$ cat config.mk
export PLATFORM = sky130hd
export DESIGN_NAME = sbafe_dev_flat
export DESIGN_NICKNAME = d
export VERILOG_FILES = /design/src/rtl/sbafe_unused.sv /design/src/shared/sbafe_pkg.sv /design/src/shared/sbafe_link_if.sv /design/src/rtl/sbafe_dev.sv /design/src/flat_wrapper.sv
export SDC_FILE = /design/constraint.sdc
export NUM_CORES = 1
export LEC_CHECK = 0
export BUFFER_PORTS_ARGS = -buffer_cell sky130_fd_sc_hd__buf_2
export CORE_ASPECT_RATIO = 2
export CORE_MARGIN = 10
export CORE_UTILIZATION = 50
export DETAILED_ROUTE_END_ITERATION = 8
export MAX_ROUTING_LAYER = met4
export PLACE_DENSITY = 0.75
export SLEW_MARGIN = 20
export SYNTH_ARGS = -nofsm -noshare
export SYNTH_HDL_FRONTEND = slang
export SYNTH_SLANG_ARGS = --single-unit
$ cat constraint.sdc
create_clock -name hclk -period 3.3 [get_ports hclk]
set_clock_uncertainty 0.2 [all_clocks]
set_input_delay 0 -clock hclk [delete_from_list [all_inputs] [get_ports hclk]]
set_output_delay 0 -clock hclk [all_outputs]
set_load 0.02 [all_outputs]
$ cat src/rtl/sbafe_unused.sv
`timescale 1ns/1ps

$ cat src/shared/sbafe_pkg.sv
package sbafe_pkg;

    // ----------------------------------------------------------------
    // device register offsets on the link
    // ----------------------------------------------------------------
    localparam logic [7:0] SBAFE_ADDR_STATUS = 8'h00;
    localparam logic [7:0] SBAFE_ADDR_MODE = 8'h3B;
    localparam logic [7:0] SBAFE_ADDR_GAIN = 8'h44;
    localparam logic [7:0] SBAFE_ADDR_PATH = 8'h45;
    localparam logic [7:0] SBAFE_ADDR_CHGAIN = 8'h55;

    // ----------------------------------------------------------------
    // reset values and recommended values
    // ----------------------------------------------------------------
    localparam logic [15:0] SBAFE_MODE_RST = 16'h22FC;
    localparam logic [15:0] SBAFE_MODE_PREFERRED = 16'h21F4;
    localparam logic [15:0] SBAFE_GAIN_RST = 16'h1C38;
    localparam logic [15:0] SBAFE_PATH_FULL = 16'hADA5;
    localparam logic [15:0] SBAFE_PATH_TIA = 16'hB065;
    localparam logic [15:0] SBAFE_CHGAIN_RST = 16'h0000;

    // ----------------------------------------------------------------
    // field positions
    // ----------------------------------------------------------------
    localparam int SBAFE_BIT_IND_EN = 6;
    localparam int SBAFE_GAIN_LSB = 0;
    localparam int SBAFE_CH2_LSB = 6;
    localparam int SBAFE_CH3_LSB = 8;
    localparam int SBAFE_CH4_LSB = 10;
    localparam int SBAFE_BIT_FLAG_A = 5;
    localparam int SBAFE_BIT_FLAG_B = 6;
    localparam int SBAFE_BIT_FIFO_CLR = 15;
    localparam int SBAFE_COUNT_LSB = 8;

    // ----------------------------------------------------------------
    // controller registers on the AHB-Lite side (byte offsets)
    // ----------------------------------------------------------------
    localparam logic [3:0] SBAFE_HOFS_CMD = 4'h0;
    localparam logic [3:0] SBAFE_HOFS_WDATA = 4'h4;
    localparam logic [3:0] SBAFE_HOFS_RDATA = 4'h8;
    localparam logic [3:0] SBAFE_HOFS_STATUS = 4'hC;
    localparam int SBAFE_CMD_WE_BIT = 8;
    localparam int SBAFE_CMD_GO_BIT = 9;

    // gain code to transimpedance in kilohm
    function automatic logic [7:0] sbafe_gain_kohm(input logic [1:0] code);
        unique case (code)
            2'h0: sbafe_gain_kohm = 8'hC8;
            2'h1: sbafe_gain_kohm = 8'h64;
            2'h2: sbafe_gain_kohm = 8'h32;
            2'h3: sbafe_gain_kohm = 8'h19;
        endcase
    endfunction

endpackage

$ cat src/shared/sbafe_link_if.sv
`timescale 1ns/1ps
interface sbafe_link_if;
    logic req;
    logic we;
    logic [7:0] addr;
    logic [15:0] wdata;
    logic [15:0] rdata;
    logic ack;

    modport dev (
        input req,
        input we,
        input addr,
        input wdata,
        output rdata,
        output ack
    );

    modport host (
        output req,
        output we,
        output addr,
        output wdata,
        input rdata,
        input ack
    );
endinterface

$ cat src/rtl/sbafe_dev.sv
`timescale 1ns/1ps
// Function
// - host should load preferred mode word
// - per-channel enable routes channels two to four
// - per-channel disabled: one code for all
// - codes map 200, 100, 50, 25 kilohm
// - path word: full path or TIA-ADC only
// - status high byte shows FIFO bytes
// - bytes versus words: factor two compare
// - bit 15 write clears FIFO if enabled
// - slot B flag set, write-one clears
// - slot A flag set, write-one clears
// - slot B event forwarded when unmasked
// - FIFO interrupt while words exceed threshold
module sbafe_dev
    import sbafe_pkg::*;
(
    input wire logic hclk,
    input wire logic hresetn,
    sbafe_link_if.dev link,
    input wire logic [7:0] fifo_byte_count,
    input wire logic fifo_host_access_enable,
    input wire logic [5:0] fifo_word_threshold,
    input wire logic first_slot_sample_done,
    input wire logic second_slot_sample_done,
    input wire logic second_slot_event_mask,
    output logic [15:0] second_slot_frontend_mode,
    output logic [15:0] second_slot_path_select,
    output logic path_full_mode,
    output logic path_tia_mode,
    output logic [3:0][1:0] channel_gain_code,
    output logic [3:0][7:0] channel_gain_kohm,
    output logic fifo_clear,
    output logic fifo_irq,
    output logic second_slot_irq,
    output logic first_slot_event_flag,
    output logic second_slot_event_flag
);

    // ----------------------------------------------------------------
    // state
    // ----------------------------------------------------------------
    typedef struct packed {
        logic [15:0] mode;
        logic [15:0] gain;
        logic [15:0] path;
        logic [15:0] chgain;
        logic flag_a;
        logic flag_b;
        logic fifo_clr;
        logic ack;
        logic [15:0] rdata;
        logic [3:0][1:0] ch_code;
        logic [3:0][7:0] ch_kohm;
        logic path_full;
        logic path_tia;
        logic fifo_irq;
        logic slot_b_irq;
    } sbafe_dev_st_t;

    sbafe_dev_st_t st_r;
    sbafe_dev_st_t st_nxt;

    // ----------------------------------------------------------------
    // read decode
    // ----------------------------------------------------------------
    function automatic logic [15:0] read_word(
        input logic [7:0] a,
        input sbafe_dev_st_t s,
        input logic [7:0] cnt
    );
        logic [15:0] v;
        v = 16'h0000;
        unique case (a)
            SBAFE_ADDR_STATUS: begin
                v[SBAFE_COUNT_LSB +: 8] = cnt;
                v[SBAFE_BIT_FLAG_B] = s.flag_b;
                v[SBAFE_BIT_FLAG_A] = s.flag_a;
            end
            SBAFE_ADDR_MODE: v = s.mode;
            SBAFE_ADDR_GAIN: v = s.gain;
            SBAFE_ADDR_PATH: v = s.path;
            SBAFE_ADDR_CHGAIN: v = s.chgain;
            default: v = 16'h0000;
        endcase
        return v;
    endfunction

    // ----------------------------------------------------------------
    // next state
    // ----------------------------------------------------------------
    always_comb begin
        logic ind_en;
        logic [6:0] words;
        ind_en = 1'b0;
        words = 7'h00;
        st_nxt = st_r;
        st_nxt.ack = 1'b0;
        st_nxt.fifo_clr = 1'b0;

        if (link.req) begin
            st_nxt.ack = 1'b1;
            if (link.we) begin
                unique case (link.addr)
                    SBAFE_ADDR_STATUS: begin
                        // only flag and clear bits act
                        if (link.wdata[SBAFE_BIT_FLAG_B]) begin
                            st_nxt.flag_b = 1'b0;
                        end
                        if (link.wdata[SBAFE_BIT_FLAG_A]) begin
                            st_nxt.flag_a = 1'b0;
                        end
                        if (link.wdata[SBAFE_BIT_FIFO_CLR] && fifo_host_access_enable) begin
                            st_nxt.fifo_clr = 1'b1;
                        end
                    end
                    SBAFE_ADDR_MODE: st_nxt.mode = link.wdata;
                    SBAFE_ADDR_GAIN: st_nxt.gain = link.wdata;
                    SBAFE_ADDR_PATH: st_nxt.path = link.wdata;
                    SBAFE_ADDR_CHGAIN: st_nxt.chgain = link.wdata;
                    default: ;
                endcase
            end else begin
                st_nxt.rdata = read_word(link.addr, st_r, fifo_byte_count);
            end
        end

        if (second_slot_sample_done) begin
            st_nxt.flag_b = 1'b1;
        end
        if (first_slot_sample_done) begin
            st_nxt.flag_a = 1'b1;
        end

        st_nxt.slot_b_irq = second_slot_sample_done && !second_slot_event_mask;

        words = fifo_byte_count[7:1];
        st_nxt.fifo_irq = words > {1'b0, fifo_word_threshold};

        // gain routing from the current register values
        ind_en = st_r.gain[SBAFE_BIT_IND_EN];
        st_nxt.ch_code[0] = st_r.gain[SBAFE_GAIN_LSB +: 2];
        if (ind_en) begin
            st_nxt.ch_code[1] = st_r.chgain[SBAFE_CH2_LSB +: 2];
            st_nxt.ch_code[2] = st_r.chgain[SBAFE_CH3_LSB +: 2];
            st_nxt.ch_code[3] = st_r.chgain[SBAFE_CH4_LSB +: 2];
        end else begin
            st_nxt.ch_code[1] = st_r.gain[SBAFE_GAIN_LSB +: 2];
            st_nxt.ch_code[2] = st_r.gain[SBAFE_GAIN_LSB +: 2];
            st_nxt.ch_code[3] = st_r.gain[SBAFE_GAIN_LSB +: 2];
        end
        for (int i = 0; i < 4; i++) begin
            st_nxt.ch_kohm[i] = sbafe_gain_kohm(st_r.ch_code[i]);
        end

        st_nxt.path_full = st_r.path == SBAFE_PATH_FULL;
        st_nxt.path_tia = st_r.path == SBAFE_PATH_TIA;
    end

    // ----------------------------------------------------------------
    // registers
    // ----------------------------------------------------------------
    always_ff @(posedge hclk or negedge hresetn) begin
        if (!hresetn) begin
            // mode word comes up at default
            st_r.mode <= SBAFE_MODE_RST;
            st_r.gain <= SBAFE_GAIN_RST;
            st_r.path <= SBAFE_PATH_FULL;
            st_r.chgain <= SBAFE_CHGAIN_RST;
            st_r.flag_a <= 1'b0;
            st_r.flag_b <= 1'b0;
            st_r.fifo_clr <= 1'b0;
            st_r.ack <= 1'b0;
            st_r.rdata <= 16'h0000;
            st_r.ch_code <= '0;
            st_r.ch_kohm <= {4{8'hC8}};
            st_r.path_full <= 1'b1;
            st_r.path_tia <= 1'b0;
            st_r.fifo_irq <= 1'b0;
            st_r.slot_b_irq <= 1'b0;
        end else begin
            st_r <= st_nxt;
        end
    end

    // ----------------------------------------------------------------
    // outputs
    // ----------------------------------------------------------------
    assign link.ack = st_r.ack;
    assign link.rdata = st_r.rdata;
    assign second_slot_frontend_mode = st_r.mode;
    assign second_slot_path_select = st_r.path;
    assign path_full_mode = st_r.path_full;
    assign path_tia_mode = st_r.path_tia;
    assign channel_gain_code = st_r.ch_code;
    assign channel_gain_kohm = st_r.ch_kohm;
    assign fifo_clear = st_r.fifo_clr;
    assign fifo_irq = st_r.fifo_irq;
    assign second_slot_irq = st_r.slot_b_irq;
    assign first_slot_event_flag = st_r.flag_a;
    assign second_slot_event_flag = st_r.flag_b;

endmodule // sbafe_dev

$ cat src/flat_wrapper.sv
// flat-port wrapper written by rule: the top's interface ports become plain ports
module sbafe_dev_flat import sbafe_pkg::*;
  (hclk, hresetn, fifo_byte_count, fifo_host_access_enable, fifo_word_threshold, first_slot_sample_done, second_slot_sample_done, second_slot_event_mask, second_slot_frontend_mode, second_slot_path_select, path_full_mode, path_tia_mode, channel_gain_code, channel_gain_kohm, fifo_clear, fifo_irq, second_slot_irq, first_slot_event_flag, second_slot_event_flag, link_req, link_we, link_addr, link_wdata, link_rdata, link_ack);
  sbafe_link_if link_i ();
  input wire logic hclk;
  input wire logic hresetn;
  input wire logic [7:0] fifo_byte_count;
  input wire logic fifo_host_access_enable;
  input wire logic [5:0] fifo_word_threshold;
  input wire logic first_slot_sample_done;
  input wire logic second_slot_sample_done;
  input wire logic second_slot_event_mask;
  output logic [15:0] second_slot_frontend_mode;
  output logic [15:0] second_slot_path_select;
  output logic path_full_mode;
  output logic path_tia_mode;
  output logic [3:0][1:0] channel_gain_code;
  output logic [3:0][7:0] channel_gain_kohm;
  output logic fifo_clear;
  output logic fifo_irq;
  output logic second_slot_irq;
  output logic first_slot_event_flag;
  output logic second_slot_event_flag;
  input wire logic [$bits(link_i.req)-1:0] link_req;
  input wire logic [$bits(link_i.we)-1:0] link_we;
  input wire logic [$bits(link_i.addr)-1:0] link_addr;
  input wire logic [$bits(link_i.wdata)-1:0] link_wdata;
  output wire logic [$bits(link_i.rdata)-1:0] link_rdata;
  output wire logic [$bits(link_i.ack)-1:0] link_ack;
  assign link_i.req = link_req;
  assign link_i.we = link_we;
  assign link_i.addr = link_addr;
  assign link_i.wdata = link_wdata;
  assign link_rdata = link_i.rdata;
  assign link_ack = link_i.ack;
  sbafe_dev u_core (.hclk(hclk), .hresetn(hresetn), .link(link_i), .fifo_byte_count(fifo_byte_count), .fifo_host_access_enable(fifo_host_access_enable), .fifo_word_threshold(fifo_word_threshold), .first_slot_sample_done(first_slot_sample_done), .second_slot_sample_done(second_slot_sample_done), .second_slot_event_mask(second_slot_event_mask), .second_slot_frontend_mode(second_slot_frontend_mode), .second_slot_path_select(second_slot_path_select), .path_full_mode(path_full_mode), .path_tia_mode(path_tia_mode), .channel_gain_code(channel_gain_code), .channel_gain_kohm(channel_gain_kohm), .fifo_clear(fifo_clear), .fifo_irq(fifo_irq), .second_slot_irq(second_slot_irq), .first_slot_event_flag(first_slot_event_flag), .second_slot_event_flag(second_slot_event_flag));
endmodule
==> impl_metrics.prom <==
# TYPE chip_impl_metric gauge
chip_impl_info{name="status",value="finished clean"} 1
chip_impl_metric{name="cts_setup_buffers",unit=""} 0
chip_impl_metric{name="grt_max_degree",unit=""} 71
chip_impl_metric{name="post_synth_instance_area",unit="µm²"} 6090
chip_impl_info{name="synth.largest_area_cell",value="sky130_fd_sc_hd__dfrtp_1"} 1
chip_impl_metric{name="cts.sink_count",unit=""} 128
chip_impl_metric{name="initial_antenna_violation_count",unit=""} 0
chip_impl_metric{name="cp.arrival",unit="ns"} 2.71
chip_impl_metric{name="yosys.area.top_type_share",unit="%"} 37.8
chip_impl_info{name="tritoncts",value="built"} 1
chip_impl_metric{name="drt-wirelength-per-cell",unit="µm"} 21.5
chip_impl_metric{name="num-nets-final",unit=""} 653
chip_impl_metric{name="slew_viol_final",unit=""} 0
chip_impl_metric{name="die_area",unit="µm²"} 17300
chip_impl_metric{name="synth.yosys.seq_area_share",unit="%"} 53.4
chip_impl_metric{name="gp_routability_congestion",unit=""} 0.867
chip_impl_metric{name="yosys_register_bits",unit=""} 128
chip_impl_metric{name="cp_max_fo",unit=""} 12
chip_impl_info{name="top_library_cells_by_usage_in_the_layout_fill_and_taps_aside",value="140 x sky130_fd_sc_hd__buf_2, 92 x sky130_fd_sc_hd__dfrtp_1, 53 x sky130_fd_sc_hd__mux2_2"} 1
chip_impl_metric{name="grt_pass1_vias",unit=""} 4609
chip_impl_info{name="rsz0062_at_grt",value="false"} 1
chip_impl_info{name="ys_top_cells_by_area",value="sky130_fd_sc_hd__dfrtp_1 38%, sky130_fd_sc_hd__dfstp_2 16%, sky130_fd_sc_hd__buf_4 11%, sky130_fd_sc_hd__mux2_2 9.8%, sky130_fd_sc_hd__ha_1 4.5%"} 1
chip_impl_metric{name="setup_viol",unit=""} 0
chip_impl_metric{name="power.sequential.fraction",unit="%"} 42.8
chip_impl_metric{name="dieWidth",unit="µm"} 98.0
chip_impl_metric{name="top_achievable_clock_speed",unit="MHz"} 383
chip_impl_metric{name="gr-usage-all-layers",unit="%"} 19.2
chip_impl_metric{name="drc",unit=""} 0
chip_impl_metric{name="top_level_ports",unit=""} 142
chip_impl_info{name="hp-class",value="in2reg"} 1
chip_impl_metric{name="count_of_cell_types_in_the_netlist",unit=""} 43
chip_impl_metric{name="powerDensity",unit="nW/µm²"} 536
chip_impl_metric{name="fp.coreArea",unit="µm²"} 12100
chip_impl_metric{name="area.growth.synth_to_final",unit="%"} 19.7
chip_impl_metric{name="port-buffer-count",unit=""} 141
chip_impl_metric{name="timing.slew.headroom",unit="%"} 40.7
chip_impl_metric{name="dr_total_vias",unit=""} 4160
chip_impl_metric{name="syn-num-nets",unit=""} 553
chip_impl_metric{name="die-height",unit="µm"} 176
chip_impl_metric{name="clk-insertion-delay-late",unit="ns"} 0.41
chip_impl_metric{name="initialDrtViolationCount",unit=""} 424
chip_impl_metric{name="final_total_negative_setup_slack",unit="ns"} 0
chip_impl_metric{name="cp_data_required_time",unit="ns"} 3.39
chip_impl_metric{name="pwr-share-clk",unit="%"} 48.7
chip_impl_metric{name="internal-power",unit="mW"} 3.03
chip_impl_metric{name="cts_max_level",unit=""} 4
chip_impl_info{name="cp_class",value="in2reg"} 1
chip_impl_metric{name="standard_cell_row_count",unit=""} 57
chip_impl_metric{name="drt-pass1-iter-count",unit=""} 5
chip_impl_info{name="critical_path.endpoint_type",value="flip-flop"} 1
chip_impl_info{name="layout.cells.most_common",value="sky130_fd_sc_hd__buf_2"} 1
chip_impl_metric{name="yosys_warnings",unit=""} 0
chip_impl_metric{name="cts_buffer_depth",unit=""} 2
chip_impl_metric{name="post_route_fraction_of_the_period_consumed_by_the_critical_path",unit="%"} 79.1
chip_impl_metric{name="grt_overflow",unit=""} 0
chip_impl_metric{name="drive_gt1_share",unit="%"} 48.2
chip_impl_metric{name="dp_cells",unit=""} 672
chip_impl_metric{name="timing_hold_violations_final",unit=""} 0
chip_impl_metric{name="synth_cells",unit=""} 485
chip_impl_metric{name="ant_nets",unit=""} 0
chip_impl_metric{name="initial_standard_cell_utilization_of_the_core",unit="%"} 50.5
chip_impl_metric{name="worstMarginPinSlew",unit="ns"} 0.889
chip_impl_metric{name="dp_hpwl",unit="µm"} 11700
chip_impl_metric{name="combPwrFrac",unit="%"} 8.4
chip_impl_metric{name="switching_power",unit="mW"} 0.880
chip_impl_metric{name="vias_per_cell",unit=""} 5.58
chip_impl_metric{name="cts.reportedPaths.clkPinSlew",unit="ns"} 0.05
chip_impl_metric{name="leakagePower",unit="nW"} 3.65
chip_impl_metric{name="wire_length_of_the_first_global_routing_pass",unit="µm"} 25200
chip_impl_metric{name="p_sw_share",unit="%"} 22.5
chip_impl_metric{name="layoutNonFillerInstCount",unit=""} 745
chip_impl_metric{name="timing.max_cap.violations",unit=""} 0
chip_impl_info{name="clk_root_buffer_cell",value="sky130_fd_sc_hd__clkbuf_16"} 1
chip_impl_info{name="worst_setup_path_start_kind",value="input port"} 1
chip_impl_metric{name="final.min_clock_period",unit="ns"} 2.61
chip_impl_metric{name="vdd_drop_max",unit="V"} 0.000380
chip_impl_metric{name="routed_wl",unit="µm"} 16100
chip_impl_metric{name="cts_buffers",unit=""} 17
chip_impl_metric{name="antennaDiodeCount",unit=""} 0
chip_impl_metric{name="syn_area_per_cell",unit="µm²"} 12.6
==> worst max-delay path: stages <==
cell,delay [ns]
sky130_fd_sc_hd__dlygate4sd3_1,0.54
sky130_fd_sc_hd__buf_2,0.16
sky130_fd_sc_hd__nor4_1,0.26
sky130_fd_sc_hd__buf_4,0.25
sky130_fd_sc_hd__and3_1,0.53
sky130_fd_sc_hd__nand4_1,0.20
sky130_fd_sc_hd__a21o_1,0.21
sky130_fd_sc_hd__dlygate4sd3_1,0.55
==> stage by stage <==
| step | setup slack [ns] | cell area [µm²] | utilization [%] | power, mW | hold slack [ns] |
|---|---|---|---|---|---|
| after floorplan | 1.53 | 6090 | - | 1.89 | -0.496 |
| after global placement | 0.863 | 6270 | 52.1 | 1.98 | -0.0496 |
| after detailed placement | 0.775 | 6270 | 52.1 | 1.99 | -0.0437 |
| after CTS | 0.768 | 7290 | 60.5 | 3.95 | 0.0359 |
| after global routing | 0.503 | 7290 | 60.5 | 4.05 | 0.125 |
| final | 0.688 | 7290 | 60.5 | 3.91 | 0.0421 |
==> what timing repair did <==
| item | 4_1_cts | 5_1_grt |
|---|---|---|
| hold buffers | 41 | 0 |
| setup endpoints to repair | 0 | 0 |
| hold endpoints to repair | 148 | 0 |
| gates resized for setup | 0 | 0 |
==> area by class of cell <==
type	count	area [µm²]
timing repair buffer	189	1180
clock inverter	12	166
fill	988	4770
multi-input combinational	230	2000
tap	147	184
inverter	19	71.3
sequential	128	3250
clock buffer	20	437
==> logic make-up (layout without fill, tap and decap cells) <==
kind of cell    Yosys count  count (layout)  synth area share (%)
flops                   128             128                  53.4
buf+inv                 127             240                  13.9
simple gates             79              79                  7.75
mux                      65              65                  12.6
compound gates           64              64                  7.81
fa+ha+maj                22              22                  4.52
==> worst paths after layout <==
path,from,slack [ns],endpoint,cells after the start
max in group asynchronous,hresetn,1.96,u_core.second_slot_path_select[8]$_DFFE_PN1P_,3
hold reg to reg,u_core.link.rdata[1]$_DFFE_PN0P_,0.29,u_core.link.rdata[1]$_DFFE_PN0P_,2
hold / removal,link_addr[7],0.04,u_core.link.rdata[8]$_DFFE_PN0P_,4
min in group asynchronous,hresetn,0.07,u_core.second_slot_path_select[9]$_DFFE_PN0P_,2
setup reg to reg,u_core.second_slot_path_select[13]$_DFFE_PN1P_,1.26,u_core.path_full_mode$_DFF_PN1_,3
setup / recovery,link_addr[1],0.69,u_core.first_slot_event_flag$_DFFE_PN0P_,8
==> cell usage after synthesis <==
library cell	number
sky130_fd_sc_hd__nand4bb_1	1
sky130_fd_sc_hd__and3_4	1
sky130_fd_sc_hd__mux2_4	10
sky130_fd_sc_hd__nor4b_1	2
sky130_fd_sc_hd__nand4_1	3
sky130_fd_sc_hd__a211oi_1	1
sky130_fd_sc_hd__dfrtp_1	92
sky130_fd_sc_hd__a22oi_1	2
sky130_fd_sc_hd__a22o_1	15
sky130_fd_sc_hd__and3_1	4
sky130_fd_sc_hd__nor2_1	14
sky130_fd_sc_hd__a21oi_1	15
sky130_fd_sc_hd__and4bb_1	1
sky130_fd_sc_hd__dfstp_2	36
sky130_fd_sc_hd__inv_1	19
sky130_fd_sc_hd__nand3_1	3
sky130_fd_sc_hd__clkbuf_1	8
sky130_fd_sc_hd__buf_6	3
sky130_fd_sc_hd__nor4bb_1	3
sky130_fd_sc_hd__o21a_1	1
sky130_fd_sc_hd__a21o_1	4
sky130_fd_sc_hd__nand4b_1	3
sky130_fd_sc_hd__and4_1	1
sky130_fd_sc_hd__buf_4	91
sky130_fd_sc_hd__nor4b_4	1
sky130_fd_sc_hd__a31oi_1	3
sky130_fd_sc_hd__nor4_1	3
sky130_fd_sc_hd__nand2b_1	3
sky130_fd_sc_hd__mux2i_1	1
sky130_fd_sc_hd__nor2b_1	4
sky130_fd_sc_hd__mux2_2	53
sky130_fd_sc_hd__o21ai_0	7
sky130_fd_sc_hd__nand2_1	21
sky130_fd_sc_hd__a221oi_1	1
sky130_fd_sc_hd__a32oi_1	1
sky130_fd_sc_hd__mux2_1	1
sky130_fd_sc_hd__o21bai_1	1
sky130_fd_sc_hd__a222oi_1	13
sky130_fd_sc_hd__ha_1	22
sky130_fd_sc_hd__or2_2	8
sky130_fd_sc_hd__buf_2	6
sky130_fd_sc_hd__nor4b_2	1
sky130_fd_sc_hd__and2_1	2
==> power by group through the flow <==
stage          clock network (mW)  logic [mW]  registers [mW]
6_report                     1.90       0.329            1.67
5_1_grt                      2.01       0.359            1.68
3_5_place_dp                    0       0.294            1.70
3_3_place_gp                    0       0.285            1.70
2_1_floorplan                   0       0.197            1.69
4_1_cts                      1.94       0.332            1.67
==> registers in the layout, indices dropped and copies added, names as in the netlist <==
| signal | count |
|---|---|
| u_core.channel_gain_code | 8 |
| u_core.channel_gain_kohm | 32 |
| u_core.fifo_clear | 1 |
| u_core.fifo_irq | 1 |
| u_core.first_slot_event_flag | 1 |
| u_core.link.ack | 1 |
| u_core.link.rdata | 16 |
| u_core.path_full_mode | 1 |
| u_core.path_tia_mode | 1 |
| u_core.second_slot_event_flag | 1 |
| u_core.second_slot_frontend_mode | 16 |
| u_core.second_slot_irq | 1 |
| u_core.second_slot_path_select | 16 |
| u_core.st_nxt | 2 |
| u_core.st_r | 30 |
==> routing by layer <==
layer	track usage (%)	part of all wire (%)	vias to the layer above
met5	-	0	-
met4	12.5	5.9	0
met3	5.32	6.3	57
met2	33.0	55	223
met1	18.4	33	2071
li1	-	-	1809
No activity file was read; power rests on OpenSTA's default activity.
